[src/pewc_map.svh]
// Register offsets, field positions, reset values and prescaler counts of the counter.
`ifndef PEWC_MAP_SVH
`define PEWC_MAP_SVH

`define PEWC_ADDR_W        4
`define PEWC_DATA_W        16
`define PEWC_ADDR_CTRL     4'h0
`define PEWC_ADDR_LIMIT    4'h1
`define PEWC_ADDR_CAPTURE  4'h2
`define PEWC_ADDR_COUNT    4'h3

`define PEWC_CTRL_RESET    16'h0000
`define PEWC_LIMIT_RESET   16'hFFFF
`define PEWC_CTRL_MASK     16'h01FF

`define PEWC_START_LO      0
`define PEWC_START_HI      1
`define PEWC_MODE_LO       2
`define PEWC_MODE_HI       3
`define PEWC_SRC_LO        4
`define PEWC_SRC_HI        5
`define PEWC_CAP_MODE_BIT  6
`define PEWC_ACAP_BIT      7
`define PEWC_WIN_NEG_BIT   8

`define PEWC_PRE_W         8
`define PEWC_DIV_SHIFT_0   7
`define PEWC_DIV_SHIFT_1   3
`define PEWC_DIV_SHIFT_2   1
`define PEWC_DIV_SHIFT_3   0

`endif

[src/pewc_pkg.sv]
// Types shared by the event and window counter design files.
package pewc_pkg;

	typedef enum logic [1:0] {
		pewc_start_stop = 2'h0,
		pewc_start_cmd  = 2'h1,
		pewc_start_rise = 2'h2,
		pewc_start_fall = 2'h3
	} pewc_start_type;

	typedef enum logic [1:0] {
		pewc_mode_event  = 2'h0,
		pewc_mode_window = 2'h1,
		pewc_mode_pulse  = 2'h2,
		pewc_mode_rsvd   = 2'h3
	} pewc_mode_type;

	typedef enum logic [1:0] {
		pewc_pm_wait,
		pewc_pm_first,
		pewc_pm_second
	} pewc_pm_state_type;

endpackage

[src/pewc_pin_sync.sv]
// Three-stage synchroniser with agreement filter and edge pulses for the counter input pin.
`timescale 1ns/1ps

module pewc_pin_sync (
	// Clock and reset.
	input  wire logic ref_clk,
	input  wire logic rst_n,
	input  wire logic ce,
	// Pin and filtered view.
	input  wire logic pin_in,
	output logic      level,
	output logic      rise,
	output logic      fall
);

	logic stage1;
	logic stage2;
	logic stage3;
	logic level_d;

	always_ff @(posedge ref_clk or negedge rst_n) begin
		if (!rst_n) begin
			stage1 <= 1'b0;
			stage2 <= 1'b0;
			stage3 <= 1'b0;
		end else if (ce) begin
			stage1 <= pin_in;
			stage2 <= stage1;
			stage3 <= stage2;
		end
	end

	// A change is accepted only once the last two stages agree.
	always_ff @(posedge ref_clk or negedge rst_n) begin
		if (!rst_n) begin
			level   <= 1'b0;
			level_d <= 1'b0;
		end else if (ce) begin
			if (stage2 == stage3) begin
				level <= stage2;
			end
			level_d <= level;
		end
	end

	assign rise = level & ~level_d;
	assign fall = ~level & level_d;

endmodule

[src/pewc_prescaler.sv]
// Divider, held at zero while stopped, that yields the selected internal source clock as a one-cycle tick.
`timescale 1ns/1ps
`include "pewc_map.svh"

module pewc_prescaler #(
	parameter int PRE_W = `PEWC_PRE_W
) (
	// Clock and reset.
	input  wire logic       ref_clk,
	input  wire logic       rst_n,
	input  wire logic       ce,
	// Control and tick.
	input  wire logic       run,
	input  wire logic [1:0] sel,
	output logic            tick
);

	logic [PRE_W-1:0] div;
	logic [PRE_W-1:0] mask;

	always_comb begin
		unique case (sel)
			2'h0: mask = PRE_W'((1 << `PEWC_DIV_SHIFT_0) - 1);
			2'h1: mask = PRE_W'((1 << `PEWC_DIV_SHIFT_1) - 1);
			2'h2: mask = PRE_W'((1 << `PEWC_DIV_SHIFT_2) - 1);
			2'h3: mask = PRE_W'((1 << `PEWC_DIV_SHIFT_3) - 1);
		endcase
	end

	// Restarting from zero on every start keeps the first period full length.
	always_ff @(posedge ref_clk or negedge rst_n) begin
		if (!rst_n) begin
			div <= '0;
		end else if (ce) begin
			div <= run ? PRE_W'(div + 1'b1) : '0;
		end
	end

	assign tick = run & ((div & mask) == mask);

endmodule

[src/pewc_top.sv]
// Sixteen-bit event, window and pulse-measurement counter with its register port.
`timescale 1ns/1ps
`include "pewc_map.svh"

module pewc_top #(
	parameter int DATA_W = `PEWC_DATA_W,
	parameter int ADDR_W = `PEWC_ADDR_W
) (
	// Clock, reset and clock enable.
	input  wire logic              ref_clk,
	input  wire logic              rst_n,
	input  wire logic              ce,
	// Register port.
	input  wire logic [ADDR_W-1:0] reg_addr,
	input  wire logic [DATA_W-1:0] reg_wdata,
	input  wire logic              reg_wr,
	input  wire logic              reg_rd,
	output logic      [DATA_W-1:0] reg_rdata,
	// Power management and pin.
	input  wire logic              stop_mode_req,
	input  wire logic              counter_input_pin,
	// Interrupt request pulse.
	output logic                   counter_irq
);

	import pewc_pkg::*;

	logic              rst_meta_n;
	logic              rst_sync_n;
	logic [DATA_W-1:0] counter_control_reg;
	logic [DATA_W-1:0] compare_limit_reg;
	logic [DATA_W-1:0] capture_reg;
	logic [DATA_W-1:0] count;
	pewc_pm_state_type pm_state;
	pewc_start_type    start_edge_control;
	pewc_mode_type     mode;
	logic [1:0]        source_clock_select;
	logic              capture_edge_mode;
	logic              auto_capture_enable;
	logic              window_negative;
	logic              running;
	logic              pin_level;
	logic              pin_rise;
	logic              pin_fall;
	logic              src_tick;
	logic              act_edge;
	logic              opp_edge;
	logic              gate;
	logic              at_limit;
	logic              is_event;
	logic              is_window;
	logic              is_pulse;
	logic              ctrl_wr;

	// Reset is released through two flops so every process leaves reset on the same edge.
	always_ff @(posedge ref_clk or negedge rst_n) begin
		if (!rst_n) begin
			rst_meta_n <= 1'b0;
			rst_sync_n <= 1'b0;
		end else begin
			rst_meta_n <= 1'b1;
			rst_sync_n <= rst_meta_n;
		end
	end

	pewc_pin_sync u_pin_sync (
		.ref_clk (ref_clk),
		.rst_n   (rst_sync_n),
		.ce      (ce),
		.pin_in  (counter_input_pin),
		.level   (pin_level),
		.rise    (pin_rise),
		.fall    (pin_fall)
	);

	pewc_prescaler u_prescaler (
		.ref_clk (ref_clk),
		.rst_n   (rst_sync_n),
		.ce      (ce),
		.run     (running),
		.sel     (source_clock_select),
		.tick    (src_tick)
	);

	assign start_edge_control  = pewc_start_type'(counter_control_reg[`PEWC_START_HI:`PEWC_START_LO]);
	assign mode                = pewc_mode_type'(counter_control_reg[`PEWC_MODE_HI:`PEWC_MODE_LO]);
	assign source_clock_select = counter_control_reg[`PEWC_SRC_HI:`PEWC_SRC_LO];
	assign capture_edge_mode   = counter_control_reg[`PEWC_CAP_MODE_BIT];
	assign auto_capture_enable = counter_control_reg[`PEWC_ACAP_BIT];
	assign window_negative     = counter_control_reg[`PEWC_WIN_NEG_BIT];

	assign running   = (start_edge_control != pewc_start_stop);
	assign is_event  = running && (mode == pewc_mode_event);
	assign is_window = running && (mode == pewc_mode_window);
	assign is_pulse  = running && (mode == pewc_mode_pulse);
	assign ctrl_wr   = reg_wr && (reg_addr == `PEWC_ADDR_CTRL);

	// Falling is chosen only by its own code; command start behaves as rising.
	assign act_edge = (start_edge_control == pewc_start_fall) ? pin_fall : pin_rise;
	assign opp_edge = (start_edge_control == pewc_start_fall) ? pin_rise : pin_fall;
	assign gate     = pin_level ^ window_negative;
	assign at_limit = (count == compare_limit_reg);

	// Stop-mode entry overrides a same-cycle software write so the counter is sure to halt.
	always_ff @(posedge ref_clk or negedge rst_sync_n) begin
		if (!rst_sync_n) begin
			counter_control_reg <= `PEWC_CTRL_RESET;
		end else if (ce) begin
			if (ctrl_wr) begin
				counter_control_reg <= reg_wdata & `PEWC_CTRL_MASK;
			end
			if (stop_mode_req) begin
				counter_control_reg[`PEWC_START_HI:`PEWC_START_LO] <= 2'h0;
			end
		end
	end

	always_ff @(posedge ref_clk or negedge rst_sync_n) begin
		if (!rst_sync_n) begin
			compare_limit_reg <= `PEWC_LIMIT_RESET;
		end else if (ce && reg_wr && (reg_addr == `PEWC_ADDR_LIMIT)) begin
			compare_limit_reg <= reg_wdata;
		end
	end

	// Counter, measurement sequencer and interrupt pulse share one process.
	always_ff @(posedge ref_clk or negedge rst_sync_n) begin
		if (!rst_sync_n) begin
			count       <= '0;
			pm_state    <= pewc_pm_wait;
			counter_irq <= 1'b0;
		end else if (ce) begin
			counter_irq <= 1'b0;
			if (!running) begin
				count    <= '0;
				pm_state <= pewc_pm_wait;
			end else if (is_event) begin
				if (opp_edge && at_limit) begin
					count       <= '0;
					counter_irq <= 1'b1;
				end else if (act_edge) begin
					count <= DATA_W'(count + 1'b1);
				end
			end else if (is_window) begin
				if (src_tick && gate) begin
					if (at_limit) begin
						count       <= '0;
						counter_irq <= 1'b1;
					end else begin
						count <= DATA_W'(count + 1'b1);
					end
				end
			end else if (is_pulse) begin
				unique case (pm_state)
					pewc_pm_wait: begin
						if (act_edge) begin
							pm_state <= pewc_pm_first;
						end
					end
					pewc_pm_first: begin
						if (opp_edge) begin
							counter_irq <= 1'b1;
							if (capture_edge_mode) begin
								count    <= DATA_W'(1);
								pm_state <= pewc_pm_wait;
							end else begin
								// A period measurement must not lose the tick of its mid-period capture.
								pm_state <= pewc_pm_second;
								if (src_tick) begin
									count <= DATA_W'(count + 1'b1);
								end
							end
						end else if (src_tick) begin
							count <= DATA_W'(count + 1'b1);
						end
					end
					pewc_pm_second: begin
						if (act_edge) begin
							count       <= '0;
							counter_irq <= 1'b1;
							pm_state    <= pewc_pm_first;
						end else if (src_tick) begin
							count <= DATA_W'(count + 1'b1);
						end
					end
				endcase
			end
		end
	end

	// Measurement captures take priority over auto-capture on the same edge.
	always_ff @(posedge ref_clk or negedge rst_sync_n) begin
		if (!rst_sync_n) begin
			capture_reg <= '0;
		end else if (ce) begin
			if (is_pulse && pm_state == pewc_pm_first && opp_edge) begin
				capture_reg <= count;
			end else if (is_pulse && pm_state == pewc_pm_second && act_edge) begin
				capture_reg <= count;
			end else if (running && auto_capture_enable && src_tick) begin
				capture_reg <= count;
			end
		end
	end

	// Read data stand for exactly one cycle after the strobe; unmapped offsets read zero.
	always_ff @(posedge ref_clk or negedge rst_sync_n) begin
		if (!rst_sync_n) begin
			reg_rdata <= '0;
		end else if (ce) begin
			if (reg_rd) begin
				unique case (reg_addr)
					`PEWC_ADDR_CTRL:    reg_rdata <= counter_control_reg;
					`PEWC_ADDR_LIMIT:   reg_rdata <= compare_limit_reg;
					`PEWC_ADDR_CAPTURE: reg_rdata <= capture_reg;
					`PEWC_ADDR_COUNT:   reg_rdata <= count;
					default:            reg_rdata <= '0;
				endcase
			end else begin
				reg_rdata <= '0;
			end
		end
	end
endmodule

[config.mk]
export PLATFORM = sky130hd
export DESIGN_NAME = pewc_top
export DESIGN_NICKNAME = d
export VERILOG_FILES = /design/src/pewc_pkg.sv /design/src/pewc_pin_sync.sv /design/src/pewc_prescaler.sv /design/src/pewc_top.sv
export VERILOG_INCLUDE_DIRS = /design/src
export SDC_FILE = /design/constraint.sdc
export NUM_CORES = 1
export LEC_CHECK = 0
export BUFFER_PORTS_ARGS = -buffer_cell sky130_fd_sc_hd__buf_2
export CAP_MARGIN = 20
export CORE_UTILIZATION = 40
export DETAILED_ROUTE_END_ITERATION = 8
export PLACE_DENSITY = 0.53
export REMOVE_ABC_BUFFERS = 1
export SYNTH_ARGS = -nofsm -noshare
export SYNTH_HDL_FRONTEND = slang
export SYNTH_SLANG_ARGS = --single-unit
[constraint.sdc]
create_clock -name ref_clk -period 5.7 [get_ports ref_clk]
set_input_delay 0.855 -clock ref_clk [delete_from_list [all_inputs] [get_ports ref_clk]]
set_output_delay 0.855 -clock ref_clk [all_outputs]
set_load 0.1 [all_outputs]
; Word-level counts from Yosys, hierarchy flattened
; Index checks and enable logic that the tools add are counted.
; W data, S select, Z words.
[op_classes]
bitwise = 7
n_reduce_logical = 28
add_sub_neg = 2
muxes = 42
eq_ne = 23
[ops]
columns = operator, count
row1 = $mux W16, 16
row2 = $pmux W16 S4, 1
row3 = $pmux W16 S2, 1
row4 = $pmux W8 S4, 1
row5 = $mux W2, 9
row6 = $add A16 B1 Y16 const B, 1
row7 = $eq A16 B16 Y1, 1
row8 = $logic_and A1 B1 Y1, 14
row9 = $mux W1, 11
row10 = $eq A2 B2 Y1 const B, 5
row11 = $add A8 B1 Y8 const B, 1
row12 = $and A8 B8 Y8, 1
row13 = $eq A4 B2 Y1 const B, 2
row14 = $eq A8 B8 Y1, 1
row15 = $mux W8, 1
row16 = $ne A4 B3 Y1 const B, 2
row17 = $reduce_and A2 Y1, 4
row18 = $eq A2 B1 Y1 const B, 3
row19 = $logic_not A2 Y1, 3
row20 = $reduce_and A6 Y1, 1
row21 = $ne A5 B1 Y1 const B, 1
row22 = $reduce_and A5 Y1, 1
row23 = $eq A4 B1 Y1 const B, 1
row24 = $logic_not A4 Y1, 1
row25 = other kinds (14), 19
[totals]
in_bits = 27
out_inout_bits = 17
register_bits = 91
word_cells = 118

; Depth between registers and ports, before layout
[logic_depth]
depth_word = 13
depth_mapped = 11
depth_no_buf = 9

; Cells and area by module
; Synthesis repeated with hierarchy kept, for this count alone.
[unflattened]
hier_cells = 487
area_unflattened_um2 = 5028.6
[modules_own_cells]
columns = module, instances, seq_area_each_um2, area_each_um2, cells_each
row1 = pewc_top, 1, 1971.9, 4443.0, 433
row2 = pewc_prescaler, 1, 175.2, 380.4, 40
row3 = pewc_pin_sync, 1, 125.1, 205.2, 14

; Worst setup path before layout
; No wires, ideal clock.
[synth_timing]
path_type = input port to flip-flop
from = input reg_addr[1]
to = register compare_limit_reg[0]
setup_time_ps = 82
arrival_ps = 2268
t_required_ps = 5618
slack_ps = 3350
n_path_buf = 2
path_stages = 5
path_cell_list = nor4b_2 > and3_1 > buf_2 > buf_2 > mux2_2
[synth_via]
elab_chain_cells = 2
[synth_rtl]
columns = element, line_no
row1 = "start, declared", pewc_top.sv:14  ; input wire logic [ADDR_W-1:0] reg_addr,
row2 = $eq A4 B1 Y1, n/a
row3 = $logic_and A1 B1 Y1, pewc_top.sv:121  ; end else if (ce && reg_wr && (reg_addr == `PEWC_ADDR_LIMIT)) begin
row4 = "end signal, assigned", pewc_top.sv:120  ; compare_limit_reg <= `PEWC_LIMIT_RESET;
row5 = "end signal, assigned", pewc_top.sv:122  ; compare_limit_reg <= reg_wdata;
row6 = "end, declared", pewc_top.sv:31  ; logic [DATA_W-1:0] compare_limit_reg;
; No other way between the ends.
; A chain may end at the register's enable or synchronous reset.

; Final worst setup path
[layout_timing]
from = register count[0]
to = register count[12]
[layout_via]
elab_chain_cells = 9
word_cells_on_any_way = 18
cone_classes = 1 x add/sub / 2 x eq/ne / 13 x mux / 2 x reduce/logical
[layout_rtl]
columns = element, line_no
row1 = "start, declared", pewc_top.sv:33  ; logic [DATA_W-1:0] count;
row2 = "start signal, assigned", pewc_top.sv:142  ; count <= DATA_W'(count + 1'b1);
row3 = "start signal, assigned", pewc_top.sv:150  ; count <= DATA_W'(count + 1'b1);
row4 = "start signal, assigned", pewc_top.sv:170  ; count <= DATA_W'(count + 1'b1);
row5 = $add A16 B1 Y16, n/a
row6 = $mux W16, "pewc_top.sv:169, pewc_top.sv:173, pewc_top.sv:182"
row7 = $mux W16, pewc_top.sv:163  ; if (capture_edge_mode) begin
row8 = $mux W16, pewc_top.sv:161  ; if (opp_edge) begin
row9 = $pmux W16 S2, pewc_top.sv:154  ; unique case (pm_state)
row10 = $mux W16, pewc_top.sv:153  ; end else if (is_pulse) begin
row11 = $mux W16, pewc_top.sv:144  ; end else if (is_window) begin
row12 = $mux W16, pewc_top.sv:137  ; end else if (is_event) begin
row13 = $mux W16, pewc_top.sv:134  ; if (!running) begin
; Several ways; a longest one is shown, not always the timed one. The select of a mux whose other input is x is not followed.

==> out/metrics.cfg <==
[cts]
clkTransAtPathRegs_ns=0.06
cts-root-buf=clkbuf_16
post_cts_resized=0
h-tree-depth=3
cts_tree=built
hold_buffers=0
cts_buffer_depth=2
postCtsSetupBuffers=0
clk_latency_ns=0.35
cts_buffers=9
clock-sinks=90

[drt]
first_pass_iters=7
drc=0
via_per_inst=5.83
wl_per_cell_um=19.1
ant_nets=0
wl_mm=13.1
vias=4014
drt-initial-drc-count=461

[pwr]
switching_share=0.266
peakVddDrop_mv=0.186
seq_power_share=0.475
pwr-share-comb=0.128
p_int_mw=1.17
p_leak_nw=2.45
power.density_nw_per_um2=283
clockPowerShare=0.397
p_sw_uw=424

[critical_path]
r2r_end=count[12]
reg2reg_depth=7
endpoint=count[12]
cp-start-kind=flop
worstSetupStartpoint=count[0]
crit_arrival_ns=3.06
endpoint_kind=flop
cp.required_ns=5.93
r2r_slack_ns=2.87
regToRegStartpoint=count[0]
crit_fanout=11
setup.worst_path.class=flop to flop

[yosys]
synth_edf_count=0
yosys.area.top_type=dfrtp_1
avgSynthCellArea_um2=10.2
synth_top_cells_by_area=dfrtp_1 37%, dfstp_2 8.3%, mux2_2 7.3%
syn-cell-area_um2=5060
ys_types=66
ys_seq_elements=90
yosys_warnings=0
yosysMostFrequentCell=dfrtp_1
async_flop_share=1.00
synth_flop_cell=dfrtp_1
ys_seq_area_frac=0.449
synthTopCellsByCount=74 x dfrtp_1, 33 x mux2_2, 33 x nor2_1
yosysTopAreaCellShare=0.366
syn_inst=494

[outcome]
outcome=finished, final reports clean

[sta]
min_period_ns=2.83
fin_ws_ns=2.87
finalSetupTns_ns=0
grt_setup_unrepaired=false
finalHoldViolations=0
fin_skew_ns=0.00667
fmax_ghz=0.353
slew_headroom=0.355
worst_slew_pin_slew_ns=0.964
fin_hold_ws_ns=0.229
slew_viol_final=0
finalCritPeriodShare=0.497
finalSetupViolations=0

[die]
fp.dieW_um=114
core_um2=12200
die_area_um2=13100
ios=44
initial_core_util=0.416
num_rows=40
die_y_um=114

[placement]
io_buffers=43
dp_hpwl_mm=9.19
place_ws_ns=2.87
finalWeightedCongestion=0.866

[finish]
nets=548
antenna_cells=0
area_delta_synth_final_pct=11.4
fill_cells=1167
drive_above_1_share=0.250

[worst_hold_path]
hold_path_class=flop to async pin

[run]
drv_cap=0

[global_routing]
antenna_found_initial=0
grt_max_degree=64
track_usage=0.216
grt_pass1_wl_mm=21.3
overflow=0
grt_pass1_vias=3878

[metrics by stage]
| stage | std cells | power, mW | cell area (um2) | util |
|---|---|---|---|---|
| 2_1_floorplan | 456 | 0.896 | 4850 | - |
| 3_3_place_gp | 673 | 0.967 | 5320 | 0.438 |
| 3_5_place_dp | 673 | 0.972 | 5320 | 0.438 |
| 4_1_cts | 689 | 1.61 | 5630 | 0.463 |
| 5_1_grt | 689 | 1.66 | 5630 | 0.463 |
| 6_report | 689 | 1.60 | 5630 | 0.463 |
[worst min-delay path by stage]
stage / endpoint / slack (ns) / cells past startpoint
2_1_floorplan: rst_sync_n / 0.33 / 0
3_3_place_gp: u_pin_sync.stage3 / 0.24 / 0
3_5_place_dp: u_pin_sync.stage2 / 0.24 / 0
4_1_cts: u_pin_sync.level / 0.25 / 0
5_1_grt: u_pin_sync.level / 0.27 / 0
6_report: u_pin_sync.level / 0.23 / 0
[power groups by stage]
| stage | combinational (mW) | clock (mW) | sequential [mW] |
|---|---|---|---|
| 2_1_floorplan | 0.140 | 0 | 0.756 |
| 3_3_place_gp | 0.200 | 0 | 0.767 |
| 3_5_place_dp | 0.203 | 0 | 0.769 |
| 4_1_cts | 0.205 | 0.646 | 0.757 |
| 5_1_grt | 0.227 | 0.669 | 0.767 |
| 6_report | 0.205 | 0.634 | 0.758 |
[cells by family (layout without fill, tap and decap cells)]
| kind of cell | Yosys count | after routing | synth area share |
|---|---|---|---|
| buffers and inverters | 61 | 88 | 0.0584 |
| XOR/XNOR | 24 | 24 | 0.0416 |
| other | 1 | 1 | 0.000741 |
| multiplexers | 45 | 45 | 0.0997 |
| AO/OA/AOI/OAI | 144 | 144 | 0.205 |
| AND/OR/NAND/NOR | 124 | 124 | 0.133 |
| adder cells (fa/ha/maj) | 5 | 5 | 0.0124 |
| flip-flops | 90 | 90 | 0.449 |
[layer usage]
metal | global-route usage | vias up | routed length [um]
met5 | 0 | - | 0
met4 | 0.0701 | 0 | 252
met3 | 0.0429 | 23 | 635
met2 | 0.350 | 132 | 6270
met1 | 0.290 | 1990 | 5980
li1 | - | 1869 | -
[worst max-delay path, cell delays in order, from the launching register on]
cell	delay (ns)
dfrtp_1	0.66
xor2_1	0.14
nor4_2	0.29
nand4_1	0.30
o21ai_1	0.77
nor2_1	0.15
o21ba_1	0.21
o32a_1	0.17
[placed cells by master (no fill, tap or decap), types with 10 or more instances in the layout]
cell	count
a221oi_1	12
nor2_1	33
a21oi_1	24
dfstp_2	16
buf_2	43
a22o_1	16
inv_1	23
o22ai_1	19
o21ai_1	10
nand3_1	14
mux2_1	10
xor2_1	22
o21ai_0	19
dfrtp_1	73
nand2_1	25
mux2_2	33
[cell type report]
cell class,instances,area [um2],area share
multi-input cells,343,2490,0.442
clock buffers,11,233,0.0413
flip-flops and latches,90,2280,0.404
repair buffers,49,260,0.0462
inverters,23,86.3,0.0153
well taps,168,210,0.0373
clock inverters,5,78.8,0.0140
Power figures use the tool's default switching activity.
